<file path="src/pkg/ssp_pkg.sv">
package ssp_pkg;
  localparam logic [7:0] CTRL_OFS = 8'h14;
  localparam logic [7:0] STAT_OFS = 8'h94;
  localparam logic [7:0] BUF_OFS  = 8'h18;
  localparam logic [7:0] DIR_OFS  = 8'h1c;
  localparam logic [7:0] FLAG_OFS = 8'h20;
  localparam logic [7:0] CTRL_RST = 8'h00;
  localparam logic [7:0] DIR_RST  = 8'hff;
  localparam int CTRL_WRITE_COLLISION  = 7;
  localparam int CTRL_OVF   = 6;
  localparam int CTRL_EN    = 5;
  localparam int CTRL_CPOL  = 4;
  localparam int STAT_BF    = 0;
  localparam int STAT_START = 3;
  localparam int STAT_STOP  = 4;
  localparam int DIR_SS     = 0;
  localparam int DIR_SCK    = 3;
  localparam int DIR_SDI    = 4;
  localparam int DIR_SDO    = 5;
  localparam logic [3:0] MODE_DIV4   = 4'h0;
  localparam logic [3:0] MODE_DIV16  = 4'h1;
  localparam logic [3:0] MODE_DIV64  = 4'h2;
  localparam logic [3:0] MODE_TIMER_TWO   = 4'h3;
  localparam logic [3:0] MODE_SLV_SS = 4'h4;
  localparam logic [3:0] MODE_SLV    = 4'h5;
  localparam logic [3:0] MODE_TW7    = 4'h6;
  localparam logic [3:0] MODE_TW10   = 4'h7;
  localparam logic [3:0] MODE_TWFW   = 4'hb;
  localparam logic [3:0] MODE_TW7I   = 4'he;
  localparam logic [3:0] MODE_TW10I  = 4'hf;
  localparam logic [5:0] HALF_DIV4   = 6'h02;
  localparam logic [5:0] HALF_DIV16  = 6'h08;
  localparam logic [5:0] HALF_DIV64  = 6'h20;
  localparam logic [3:0] LAST_EDGE   = 4'hf;
  localparam logic [2:0] LAST_BIT    = 3'h7;
  typedef enum logic [0:0] {
    MST_IDLE = 1'b0,
    MST_RUN  = 1'b1
  } mst_state_e;
endpackage : ssp_pkg

</file>
<file path="src/pkg/shift_if.sv">
`timescale 1ns/100ps
interface shift_if;
  logic       load;
  logic [7:0] load_byte;
  logic       clear;
  logic       tx_edge;
  logic       rx_edge;
  logic       rx_bit;
  logic       tx_bit;
  logic       done;
  logic       busy;
  logic [7:0] rx_byte;
  modport core (output load, load_byte, clear, tx_edge, rx_edge, rx_bit,
                input tx_bit, done, busy, rx_byte);
  modport shifter (input load, load_byte, clear, tx_edge, rx_edge, rx_bit,
                   output tx_bit, done, busy, rx_byte);
endinterface : shift_if

</file>
<file path="src/core/ssp_shifter.sv">
`timescale 1ns/100ps
module ssp_shifter (
  input wire logic clk_i,
  input wire logic rst_i,
  shift_if.shifter sh
);
  logic [7:0] sr_q;
  logic [2:0] cnt_q;
  logic       tx_q;
  logic       done_q;
  logic       busy_q;
  logic       last_w;

  assign last_w     = sh.rx_edge && (cnt_q == ssp_pkg::LAST_BIT);
  assign sh.tx_bit  = tx_q;
  assign sh.done    = done_q;
  assign sh.busy    = busy_q;
  assign sh.rx_byte = sr_q;

  // One register serves both directions: the bit sent leaves the top as
  // the bit sampled enters the bottom.
  always_ff @(posedge clk_i) begin
    if (rst_i || sh.clear) begin
      sr_q <= 8'h00;
    end else if (sh.load) begin
      sr_q <= sh.load_byte;
    end else if (sh.rx_edge) begin
      sr_q <= {sr_q[6:0], sh.rx_bit};
    end
  end

  always_ff @(posedge clk_i) begin
    if (rst_i || sh.clear || sh.load) begin
      cnt_q <= 3'h0;
    end else if (sh.rx_edge) begin
      cnt_q <= cnt_q + 3'h1;
    end
  end

  always_ff @(posedge clk_i) begin
    if (rst_i || sh.clear) begin
      tx_q <= 1'b0;
    end else if (sh.load) begin
      tx_q <= sh.load_byte[7];
    end else if (sh.tx_edge) begin
      tx_q <= sr_q[7];
    end
  end

  always_ff @(posedge clk_i) begin
    if (rst_i || sh.clear) begin
      done_q <= 1'b0;
      busy_q <= 1'b0;
    end else begin
      done_q <= last_w;
      if (last_w) begin
        busy_q <= 1'b0;
      end else if (sh.load || sh.tx_edge || sh.rx_edge) begin
        busy_q <= 1'b1;
      end
    end
  end
endmodule : ssp_shifter

</file>
<file path="src/core/ssp_core.sv">
`timescale 1ns/100ps
module ssp_core (
  input  wire logic        clk_i,
  input  wire logic        rst_i,
  input  wire logic        wb_cyc_i,
  input  wire logic        wb_stb_i,
  input  wire logic        wb_we_i,
  input  wire logic [7:0]  wb_adr_i,
  input  wire logic [3:0]  wb_sel_i,
  input  wire logic [31:0] wb_dat_i,
  output logic      [31:0] wb_dat_o,
  output logic             wb_ack_o,
  input  wire logic        sck_in_i,
  output logic             sck_o,
  output logic             sck_oe_o,
  input  wire logic        sdi_i,
  output logic             sdo_o,
  output logic             sdo_oe_o,
  input  wire logic        ss_n_i,
  input  wire logic        timer_two_tick_i,
  input  wire logic        tw_start_i,
  input  wire logic        tw_stop_i,
  output logic             tw_sel_o,
  output logic      [3:0]  tw_mode_o,
  output logic             irq_o
);
  // ==========================================================
  // Register state
  logic       write_collision_q;
  logic       ovf_q;
  logic       en_q;
  logic       cpol_q;
  logic [3:0] mode_q;
  logic [7:0] dir_q;
  logic [7:0] buf_q;
  logic       bf_q;
  logic       flag_q;
  logic       start_q;
  logic       stop_q;
  logic       ack_q;
  logic [7:0] rdat_q;
  logic [7:0] rdat_d;

  // ==========================================================
  // Serial state
  ssp_pkg::mst_state_e mst_q;
  logic       sck_q;
  logic [5:0] half_q;
  logic [3:0] edge_q;
  logic       pin_q;
  logic       sdo_q;
  logic       sdo_oe_q;
  logic       sck_oe_q;
  logic       tw_sel_q;

  logic       req_w;
  logic       wr_w;
  logic       rd_w;
  logic       ctrl_wr;
  logic       buf_wr;
  logic       buf_rd;
  logic       is_master;
  logic       is_slave;
  logic       is_tw;
  logic       spi_on;
  logic       load_w;
  logic       write_collision_set;
  logic       drop_w;
  logic       take_w;
  logic [5:0] half_lim;
  logic       tick_w;
  logic       m_lead;
  logic       m_trail;
  logic       s_sel;
  logic       s_lead;
  logic       s_trail;

  shift_if sh ();

  ssp_shifter u_shifter (
    .clk_i (clk_i),
    .rst_i (rst_i),
    .sh    (sh.shifter)
  );

  // ==========================================================
  // Bus decode
  // Only byte lane 0 carries register data, so a write without it is
  // acknowledged and changes nothing.
  assign req_w   = wb_cyc_i && wb_stb_i && !ack_q;
  assign wr_w    = req_w && wb_we_i && wb_sel_i[0];
  assign rd_w    = req_w && !wb_we_i;
  assign ctrl_wr = wr_w && (wb_adr_i == ssp_pkg::CTRL_OFS);
  assign buf_wr  = wr_w && (wb_adr_i == ssp_pkg::BUF_OFS);
  assign buf_rd  = rd_w && (wb_adr_i == ssp_pkg::BUF_OFS);

  // ==========================================================
  // Mode decode
  assign is_master = (mode_q <= ssp_pkg::MODE_TIMER_TWO);
  assign is_slave  = (mode_q == ssp_pkg::MODE_SLV_SS) ||
                     (mode_q == ssp_pkg::MODE_SLV);
  assign is_tw     = (mode_q == ssp_pkg::MODE_TW7) ||
                     (mode_q == ssp_pkg::MODE_TW10) ||
                     (mode_q == ssp_pkg::MODE_TWFW) ||
                     (mode_q == ssp_pkg::MODE_TW7I) ||
                     (mode_q == ssp_pkg::MODE_TW10I);
  assign spi_on    = en_q && (is_master || is_slave);

  assign write_collision_set = buf_wr && spi_on && sh.busy;
  assign load_w   = buf_wr && spi_on && !sh.busy;
  // A slave cannot hold off its master, so a byte that finds the buffer
  // still full is lost; a master never starts one without a buffer write.
  assign drop_w   = is_slave && bf_q;
  assign take_w   = sh.done && !drop_w;

  // ==========================================================
  // Control and direction registers
  always_ff @(posedge clk_i) begin
    if (rst_i) begin
      en_q   <= ssp_pkg::CTRL_RST[ssp_pkg::CTRL_EN];
      cpol_q <= ssp_pkg::CTRL_RST[ssp_pkg::CTRL_CPOL];
      mode_q <= ssp_pkg::CTRL_RST[3:0];
    end else if (ctrl_wr) begin
      en_q   <= wb_dat_i[ssp_pkg::CTRL_EN];
      cpol_q <= wb_dat_i[ssp_pkg::CTRL_CPOL];
      mode_q <= wb_dat_i[3:0];
    end
  end

  always_ff @(posedge clk_i) begin
    if (rst_i) begin
      write_collision_q <= ssp_pkg::CTRL_RST[ssp_pkg::CTRL_WRITE_COLLISION];
    end else if (write_collision_set) begin
      write_collision_q <= 1'b1;
    end else if (ctrl_wr) begin
      write_collision_q <= wb_dat_i[ssp_pkg::CTRL_WRITE_COLLISION];
    end
  end

  always_ff @(posedge clk_i) begin
    if (rst_i) begin
      ovf_q <= ssp_pkg::CTRL_RST[ssp_pkg::CTRL_OVF];
    end else if (sh.done && drop_w) begin
      ovf_q <= 1'b1;
    end else if (ctrl_wr) begin
      ovf_q <= wb_dat_i[ssp_pkg::CTRL_OVF];
    end
  end

  always_ff @(posedge clk_i) begin
    if (rst_i) begin
      dir_q <= ssp_pkg::DIR_RST;
    end else if (wr_w && (wb_adr_i == ssp_pkg::DIR_OFS)) begin
      dir_q <= wb_dat_i[7:0];
    end
  end

  // ==========================================================
  // Buffer, status and flag
  always_ff @(posedge clk_i) begin
    if (rst_i) begin
      buf_q <= 8'h00;
    end else if (take_w) begin
      buf_q <= sh.rx_byte;
    end else if (buf_wr && !write_collision_set) begin
      buf_q <= wb_dat_i[7:0];
    end
  end

  always_ff @(posedge clk_i) begin
    if (rst_i || !en_q) begin
      bf_q <= 1'b0;
    end else if (take_w) begin
      bf_q <= 1'b1;
    end else if (buf_rd) begin
      bf_q <= 1'b0;
    end
  end

  always_ff @(posedge clk_i) begin
    if (rst_i) begin
      flag_q <= 1'b0;
    end else if (take_w) begin
      flag_q <= 1'b1;
    end else if (wr_w && (wb_adr_i == ssp_pkg::FLAG_OFS) && wb_dat_i[0]) begin
      flag_q <= 1'b0;
    end
  end

  always_ff @(posedge clk_i) begin
    if (rst_i || !en_q) begin
      start_q <= 1'b0;
      stop_q  <= 1'b0;
    end else if (is_tw && tw_start_i) begin
      start_q <= 1'b1;
      stop_q  <= 1'b0;
    end else if (is_tw && tw_stop_i) begin
      start_q <= 1'b0;
      stop_q  <= 1'b1;
    end
  end

  // ==========================================================
  // Bus answer
  always_comb begin
    rdat_d = 8'h00;
    unique case (wb_adr_i)
      ssp_pkg::CTRL_OFS: rdat_d = {write_collision_q, ovf_q, en_q, cpol_q, mode_q};
      ssp_pkg::STAT_OFS: rdat_d = {3'h0, stop_q, start_q, 2'h0, bf_q};
      ssp_pkg::BUF_OFS:  rdat_d = buf_q;
      ssp_pkg::DIR_OFS:  rdat_d = dir_q;
      ssp_pkg::FLAG_OFS: rdat_d = {7'h00, flag_q};
      default:           rdat_d = 8'h00;
    endcase
  end

  always_ff @(posedge clk_i) begin
    if (rst_i) begin
      ack_q  <= 1'b0;
      rdat_q <= 8'h00;
    end else begin
      ack_q  <= req_w;
      rdat_q <= rd_w ? rdat_d : 8'h00;
    end
  end

  assign wb_ack_o = ack_q;
  assign wb_dat_o = {24'h000000, rdat_q};

  // ==========================================================
  // Master clock generator
  always_comb begin
    unique case (mode_q)
      ssp_pkg::MODE_DIV16: half_lim = ssp_pkg::HALF_DIV16;
      ssp_pkg::MODE_DIV64: half_lim = ssp_pkg::HALF_DIV64;
      default:             half_lim = ssp_pkg::HALF_DIV4;
    endcase
  end

  // Each tick ends one half bit period; timer two ticks toggle directly,
  // which halves the timer rate.
  assign tick_w  = (mode_q == ssp_pkg::MODE_TIMER_TWO) ? timer_two_tick_i :
                   (half_q == half_lim - 6'h01);
  assign m_lead  = (mst_q == ssp_pkg::MST_RUN) && tick_w &&
                   (sck_q == cpol_q);
  assign m_trail = (mst_q == ssp_pkg::MST_RUN) && tick_w &&
                   (sck_q != cpol_q);

  always_ff @(posedge clk_i) begin
    if (rst_i || !spi_on || !is_master) begin
      mst_q  <= ssp_pkg::MST_IDLE;
      sck_q  <= cpol_q;
      half_q <= 6'h00;
      edge_q <= 4'h0;
    end else begin
      unique case (mst_q)
        ssp_pkg::MST_IDLE: begin
          sck_q  <= cpol_q;
          half_q <= 6'h00;
          edge_q <= 4'h0;
          if (load_w) begin
            mst_q <= ssp_pkg::MST_RUN;
          end
        end
        ssp_pkg::MST_RUN: begin
          half_q <= tick_w ? 6'h00 : half_q + 6'h01;
          if (tick_w) begin
            sck_q  <= ~sck_q;
            edge_q <= edge_q + 4'h1;
            if (edge_q == ssp_pkg::LAST_EDGE) begin
              mst_q <= ssp_pkg::MST_IDLE;
            end
          end
        end
      endcase
    end
  end

  // ==========================================================
  // Slave clock edges
  always_ff @(posedge clk_i) begin
    if (rst_i) begin
      pin_q <= 1'b0;
    end else begin
      pin_q <= sck_in_i;
    end
  end

  // Select raised freezes the edges and floats data-out but clears nothing, so the
  // shifter keeps its place and carries on mid-byte when select falls again.
  assign s_sel   = (mode_q != ssp_pkg::MODE_SLV_SS) ||
                   !dir_q[ssp_pkg::DIR_SS] || !ss_n_i;
  assign s_lead  = spi_on && is_slave && s_sel && dir_q[ssp_pkg::DIR_SCK] &&
                   (pin_q == cpol_q) && (sck_in_i != cpol_q);
  assign s_trail = spi_on && is_slave && s_sel && dir_q[ssp_pkg::DIR_SCK] &&
                   (pin_q != cpol_q) && (sck_in_i == cpol_q);

  assign sh.load      = load_w;
  assign sh.load_byte = wb_dat_i[7:0];
  assign sh.clear     = !spi_on;
  assign sh.tx_edge   = m_lead || s_lead;
  assign sh.rx_edge   = m_trail || s_trail;
  assign sh.rx_bit    = dir_q[ssp_pkg::DIR_SDI] && sdi_i;

  // ==========================================================
  // Pin drivers
  always_ff @(posedge clk_i) begin
    if (rst_i) begin
      sdo_q    <= 1'b0;
      sdo_oe_q <= 1'b0;
      sck_oe_q <= 1'b0;
      tw_sel_q <= 1'b0;
    end else begin
      sdo_q    <= sh.tx_bit;
      sdo_oe_q <= spi_on && !dir_q[ssp_pkg::DIR_SDO] &&
                  s_sel;
      sck_oe_q <= spi_on && is_master &&
                  !dir_q[ssp_pkg::DIR_SCK];
      tw_sel_q <= en_q && is_tw;
    end
  end

  assign sck_o     = sck_q;
  assign sck_oe_o  = sck_oe_q;
  assign sdo_o     = sdo_q;
  assign sdo_oe_o  = sdo_oe_q;
  assign tw_sel_o  = tw_sel_q;
  assign tw_mode_o = mode_q;
  assign irq_o     = flag_q;

  // ==========================================================
  // Checks
  logic [3:0] lead_cnt_q;
  always_ff @(posedge clk_i) begin
    if (rst_i || load_w) begin
      lead_cnt_q <= 4'h0;
    end else if (m_lead) begin
      lead_cnt_q <= lead_cnt_q + 4'h1;
    end
  end
endmodule : ssp_core

</file>
<file path="config.mk">
export PLATFORM = sky130hd
export DESIGN_NAME = ssp_core
export DESIGN_NICKNAME = d
export VERILOG_FILES = /design/src/pkg/ssp_pkg.sv /design/src/pkg/shift_if.sv /design/src/core/ssp_shifter.sv /design/src/core/ssp_core.sv
export SDC_FILE = /design/constraint.sdc
export NUM_CORES = 1
export LEC_CHECK = 0
export BUFFER_PORTS_ARGS = -buffer_cell sky130_fd_sc_hd__buf_2
export CORE_MARGIN = 2
export CORE_UTILIZATION = 45
export CTS_BUF_LIST = sky130_fd_sc_hd__clkbuf_4 sky130_fd_sc_hd__clkbuf_8 sky130_fd_sc_hd__clkbuf_16
export CTS_CLUSTER_SIZE = 20
export DETAILED_ROUTE_END_ITERATION = 8
export GPL_TIMING_DRIVEN = 0
export PLACE_DENSITY = 0.82
export REMOVE_ABC_BUFFERS = 1
export SKIP_CTS_REPAIR_TIMING = 1
export SLEW_MARGIN = 25
export SYNTH_ARGS = -nofsm -noshare
export SYNTH_HDL_FRONTEND = slang
export SYNTH_HIERARCHICAL = 1
export SYNTH_SLANG_ARGS = --single-unit
</file>
<file path="constraint.sdc">
create_clock -name clk_i -period 2.9 [get_ports clk_i]
set_input_delay 0.145 -clock clk_i [delete_from_list [all_inputs] [get_ports clk_i]]
set_output_delay 0.145 -clock clk_i [all_outputs]
set_load 0.05 [all_outputs]
</file>
* Yosys cells after proc, flatten, opt, wreduce, memory -nomap -nowiden
Index checks and enable logic that the tools add are counted.
** Word-level totals
- Bits in registers :: 68
- Bits in read-only memories :: 0
- Bits in latches :: 0
- Word-level logic and storage cells :: 169
- RAM bits :: 0
- Input bits :: 55
- Memories :: 0
** Cells by class
- $add $sub $neg :: 4
- Bitwise operators :: 3
- Eq/ne operators :: 27
- Shift operators :: 0
- Div/mod/pow operators :: 0
- Multipliers :: 0
- Muxes and demuxes :: 30
- Reductions and logical operators :: 77
- $lt $le $gt $ge :: 1
** Operator list (number)
- one-hot mux 8 bit (5 select lines) :: 1
- logical AND 1 bit :: 38
- two-way mux 8 bit :: 4
- equality test 8 x 5 -> 1 bit (second input constant) :: 3
- one-hot mux 6 bit (2 select lines) :: 2
- two-way mux 1 bit :: 18
- equality test 4 x 3 -> 1 bit (second input constant) :: 4
- equality test 4 bit (second input constant) :: 4
- logical OR 1 bit :: 16
- nonzero test 2 bit :: 8
- logical NOT 1 bit :: 12
- equality test 4 x 2 -> 1 bit (second input constant) :: 2
- equality test 8 x 6 -> 1 bit (second input constant) :: 1
- equality test 8 bit (second input constant) :: 1
- one-hot mux 4 bit (2 select lines) :: 1
- adder 6 x 1 -> 6 bit (second input constant) :: 1
- equality test 6 bit :: 1
- two-way mux 6 bit :: 1
- OR reduction 2 bit :: 3
- subtractor 6 x 1 -> 6 bit (second input constant) :: 1
- adder 4 x 1 -> 4 bit (second input constant) :: 1
- equality test 4 x 1 -> 1 bit (second input constant) :: 1
- less-or-equal comparator 4 x 2 -> 1 bit (second input constant) :: 1
- two-way mux 4 bit :: 1
- other kinds (9) :: 16

* Logic depth before layout (Yosys ltp)
- Depth after elaboration :: 12
- Mapped depth :: 10
- Depth with buffers taken out :: 7

* By module
Netlist, hierarchy kept.
** Modules (own cells, without submodules)
- ssp_core :: sequential area each 1091.0 µm², area an instance 2770.2 µm², instances 1, cells each 307
- ssp_shifter :: sequential area each 280.3 µm², area an instance 708.2 µm², instances 1, cells each 59

* Least setup slack after synthesis
OpenSTA, ideal clock, no wires.
- Kind :: register -> register
- Start :: reg mode_q[1], in the netlist tw_mode_o[1]
- End :: reg u_shifter.busy_q, in the netlist u_shifter/sh.busy
- Stages on the path, launching flop included :: 11
- Path buffers :: 3
- Setup time :: 0.126 ns
- Arrival time :: 2.763 ns
- Setup slack :: 0.011 ns
- Cell sequence :: dfxtp_1 -> clkbuf_1 -> nor3b_1 -> mux2_2 -> o21a_1 -> a311oi_1 -> mux2i_1 -> buf_6 -> buf_12 -> nor4_1 -> nor3b_1
** On the way
- Word-level cells in the longest chain between the ends :: 12
- Elaborated cells on any way between the ends :: 36
- Classes of those cells :: add/sub: 1; order compare: 1; eq/ne: 7; mux: 2; reduce/logical: 25
** RTL lines
- start, declared :: RTL line ssp_core.sv:33 : logic [3:0] mode_q;
- start signal, assigned :: RTL line ssp_core.sv:122 : mode_q <= ssp_pkg::CTRL_RST[3:0];
- start signal, assigned :: RTL line ssp_core.sv:126 : mode_q <= wb_dat_i[3:0];
- parallel branches: the longest is 9 deep, another holds subtractor 6 x 1 -> 6 bit
- logical OR 1 bit (*) :: RTL line ssp_core.sv:302 : assign sh.rx_edge = m_trail || s_trail;
- net sh.rx_edge :: RTL line shift_if.sv:7 : logic rx_edge;
- logical AND 1 bit :: RTL line ssp_shifter.sv:14 : assign last_w = sh.rx_edge && (cnt_q == ssp_pkg::LAST_BIT);
- OR reduction 2 bit (no source line)
- end signal, assigned :: RTL line ssp_shifter.sv:53 : busy_q <= 1'b0;
- end signal, assigned :: RTL line ssp_shifter.sv:57 : busy_q <= 1'b0;
- end signal, assigned :: RTL line ssp_shifter.sv:59 : busy_q <= 1'b1;
- end, declared :: RTL line ssp_shifter.sv:11 : logic busy_q;
Mark *: on every way through the listed nets, which the timed path passes.
A chain may end at the register's enable or synchronous reset.

* Worst setup path after layout
- Start :: reg mode_q[2], in the netlist tw_mode_o[2]
- End :: reg u_shifter.sr_q[4], in the netlist u_shifter/sh.rx_byte[4]
** On the way
- Word-level cells in the longest chain between the ends :: 11
- Elaborated cells on any way between the ends :: 30
- Classes of those cells :: add/sub: 1; order compare: 1; eq/ne: 7; mux: 3; reduce/logical: 18
** RTL lines
- parallel branches: the longest is 9 deep, another holds subtractor 6 x 1 -> 6 bit
- logical OR 1 bit (*) :: RTL line ssp_core.sv:302
- net sh.rx_edge :: RTL line shift_if.sv:7
- nonzero test 2 bit (no source line) (*)
- end signal, assigned :: RTL line ssp_shifter.sv:26 : sr_q <= sh.load_byte;
- end signal, assigned :: RTL line ssp_shifter.sv:28 : sr_q <= {sr_q[6:0], sh.rx_bit};
- end, declared :: RTL line ssp_shifter.sv:7 : logic [7:0] sr_q;
Marks and branches as above.

==> summary.txt <==
Outcome
  • Outcome: finished with violations
  • Failing checks: negative hold slack

Layout
  • Post-Layout Cell Count: slightly above 500
  • Synthesis-to-layout area growth: 12.0%
  • Nets: roughly 460
  • # fillers: between 600 and 700
  • Diodes inserted: 0
  • Layout cells sized above 1: 0.215

Critical path
  • Kind of critical path: flop to flop
  • CP endpoint kind: flop
  • Startpoint types: flop
  • Setup crit end: u_shifter/sh.rx_byte[4]$_SDFFE_PP0P_
  • CP max stage delay: between 500 and 600 ps
  • Critical path's slowest cell: dfxtp_1
  • Crit path max-delay family: compound AO/OA/AOI/OAI gates
  • CP Max Fanout: 13
  • Critical Path AT: 2830 ps
  • Crit path from: tw_mode_o[2]$_SDFFE_PP0P_
  • Reg-to-reg slack, setup: roughly 270 ps
  • FF-to-FF path depth: 7
  • Reg2reg start: tw_mode_o[2]$_SDFFE_PP0P_
  • CP Depth: 7
  • Worst Path Buf+Inv: 0
  • RR Endpoint: u_shifter/sh.rx_byte[4]$_SDFFE_PP0P_
  • Critical-path cell list: nand2b_1 -> a2111o_1 -> o32ai_1 -> a31oi_1 -> mux2i_4 -> mux2i_1 -> a211oi_2
  • Req. time, crit path: between 3000 and 4000 ps

Clock network
  • CTS Buffer Depth: 2
  • Clk slew on worst S/H paths: approximately 80 ps
  • CTS sink count: slightly below 70
  • Htree depth: 3
  • Total CTS buffers: 9
  • Clock Latency Late Sink: around 340 ps
  • CTS tree: built
  • Root buffer cell: clkbuf_8

Yosys
  • Area leader, netlist: dfxtp_1
  • Post-synth top cells: dfxtp_1, mux2i_1, nor2_1
  • Synthesized area per cell: 9.50 um^2
  • Top cells by area, synth: dfxtp_1, mux2i_1, buf_4
  • Post-synth EDFFs: 1
  • Distinct cell type count after synthesis: 61
  • Most frequent cell after synthesis: dfxtp_1
  • Post-synthesis async set-or-reset flop share: 0
  • Post-synth top flop: dfxtp_1
  • Seq/Total Area, Yosys: 0.394
  • Mapped Area: 0.00348 mm^2
  • Register bit count reported by yosys: ~70
  • Fraction of synthesized cell area taken by the top area cell type: 0.386
  • Post-Syn Instances: around 370
  • YS warnings: 6

Floorplanning
  • Core Rows: 32
  • # IOs: a little under 100
  • Core Region: around 0.0076 mm^2
  • Initial core utilization: 0.457
  • Die width: 91.9 um
  • Die area: around 0.0084 mm^2
  • Die Ht: approximately 92 um

Timing
  • Post-Route Skew: approximately 8.6 ps
  • Max_slew headroom: 0.402
  • Setup TNS Final: 0 ps
  • Final hold viol count: 1
  • Unrepaired setup endpoints after global routing: false
  • Fin crit share: 0.908
  • Final Critical Period: between 2000 and 3000 ps
  • Max Fclk: 0.380 GHz
  • Setup violators final: 0
  • Least-Margin Pin Slew: between 800 and 900 ps
  • Pins Over Slew Limit: 0
  • WHS: -6.81 ps

Pwr
  • Power Density: a little over 500 mW/mm^2
  • Leak: ~1.4 nW
  • Maximum vdd drop: around 0.0002 V
  • Final total power: 1.98 mW

Global route
  • Global-route wire length before repair: between 10000 and 15000 um
  • Global Route Usage Sum: 0.180
  • Total gr overflow: 0
  • Largest net degree at the start of global routing: 26
  • Initial antenna violation count: 0
  • Vias in the first global route: ~2600

Place
  • GP Congestion: 0.834
  • DP HPWL: ~5200 um
  • IO buf count: 46
  • Cell count after placement: around 500

Routing
  • DR pass1 iterations: 4
  • Total number of vias: 2685
  • Final ANT Viol Nets: 0
  • Drc violations: 0
  • Final WL: about 7400 um
  • Mean routed wirelength per cell: around 14 um
  • Mean number of vias per cell: approximately 5.3
  • Initial DRC Count: between 150 and 200

Hold path
  • Worst Hold Class: input pin to flop

Flow run
  • Max_cap viols: 0
cells by family (layout without fill, tap and decap cells):
| group | Yosys count | in the layout | share of synthesized area |
|---|---|---|---|
| multiplexers | 47 | 47 | 0.137 |
| flip-flops | 68 | 68 | 0.394 |
| AO/OA/AOI/OAI | 62 | 62 | 0.139 |
| AND/OR/NAND/NOR | 125 | 125 | 0.198 |
| adder cells (fa/ha/maj) | 4 | 4 | 0.0144 |
| buffers and inverters | 53 | 73 | 0.101 |
| other | 1 | 24 | 0.00108 |
| XOR/XNOR | 6 | 6 | 0.0151 |
per-layer routing:
metal / track usage / up-vias / share of wire
met5: 0 / - / 0
met4: 0.0995 / 0 / 0.030
met3: 0.0271 / 19 / 0.059
met2: 0.286 / 88 / 0.47
met1: 0.234 / 1240 / 0.44
li1: - / 1338 / -
where the power goes:
part,switching [mW],total [mW],internal (mW)
Sequential,0.000628,0.937,0.936
Combinational,0.116,0.146,0.0296
Clock,0.362,0.895,0.533
worst min path at each step:
stage | cells past startpoint | slack [ps] | end | start
6_report | 2 | -7 | stop_q$_SDFFE_PP0P_ | tw_start_i
5_1_grt | 2 | 5 | stop_q$_SDFFE_PP0P_ | tw_start_i
4_1_cts | 2 | -20 | stop_q$_SDFFE_PP0P_ | tw_start_i
3_5_place_dp | 2 | 360 | stop_q$_SDFFE_PP0P_ | tw_start_i
3_3_place_gp | 2 | 350 | stop_q$_SDFFE_PP0P_ | tw_start_i
2_1_floorplan | 1 | 210 | irq_o$_SDFFE_PP0P_ | rst_i
metrics by stage:
stage	setup slack [ps]	utilization	instance area, um^2	hold WS, ps
after floorplan	-219	-	3250	214
after global placement	-779	0.475	3610	349
after detailed placement	23.3	0.479	3640	359
after CTS	-45.2	0.509	3870	-17.2
after global routing	38.9	0.512	3900	5.28
final	268	0.512	3900	-6.81
area by class of cell:
type                       count  area, um^2  share of cell area
multi-input combinational    268        1890               0.485
clock inverter                 6        85.1              0.0218
clock buffer                  10         149              0.0382
tap                          102         128              0.0328
timing repair buffer          47         238              0.0610
sequential                    68        1370               0.352
inverter                      10        37.5             0.00963
cells in the final DEF, fill, tap and decap left out, types with 10 or more instances in the layout:
cell type,n
buf_2,46
nor2_1,40
a21oi_1,10
nor2b_1,12
conb_1,24
dfxtp_1,67
mux2i_1,40
nand2_1,21
a211oi_1,12
flip-flops by register name, indices dropped and copies added (netlist names), 3 cells and up:
| register | cells |
|---|---|
| tw_mode_o | 4 |
| buf_q | 8 |
| half_q | 6 |
| u_shifter/cnt_q | 3 |
| edge_q | 4 |
| rdat_q | 8 |
| dir_q | 8 |
| u_shifter/sh.rx_byte | 8 |
(Power assumes the default switching activity.)
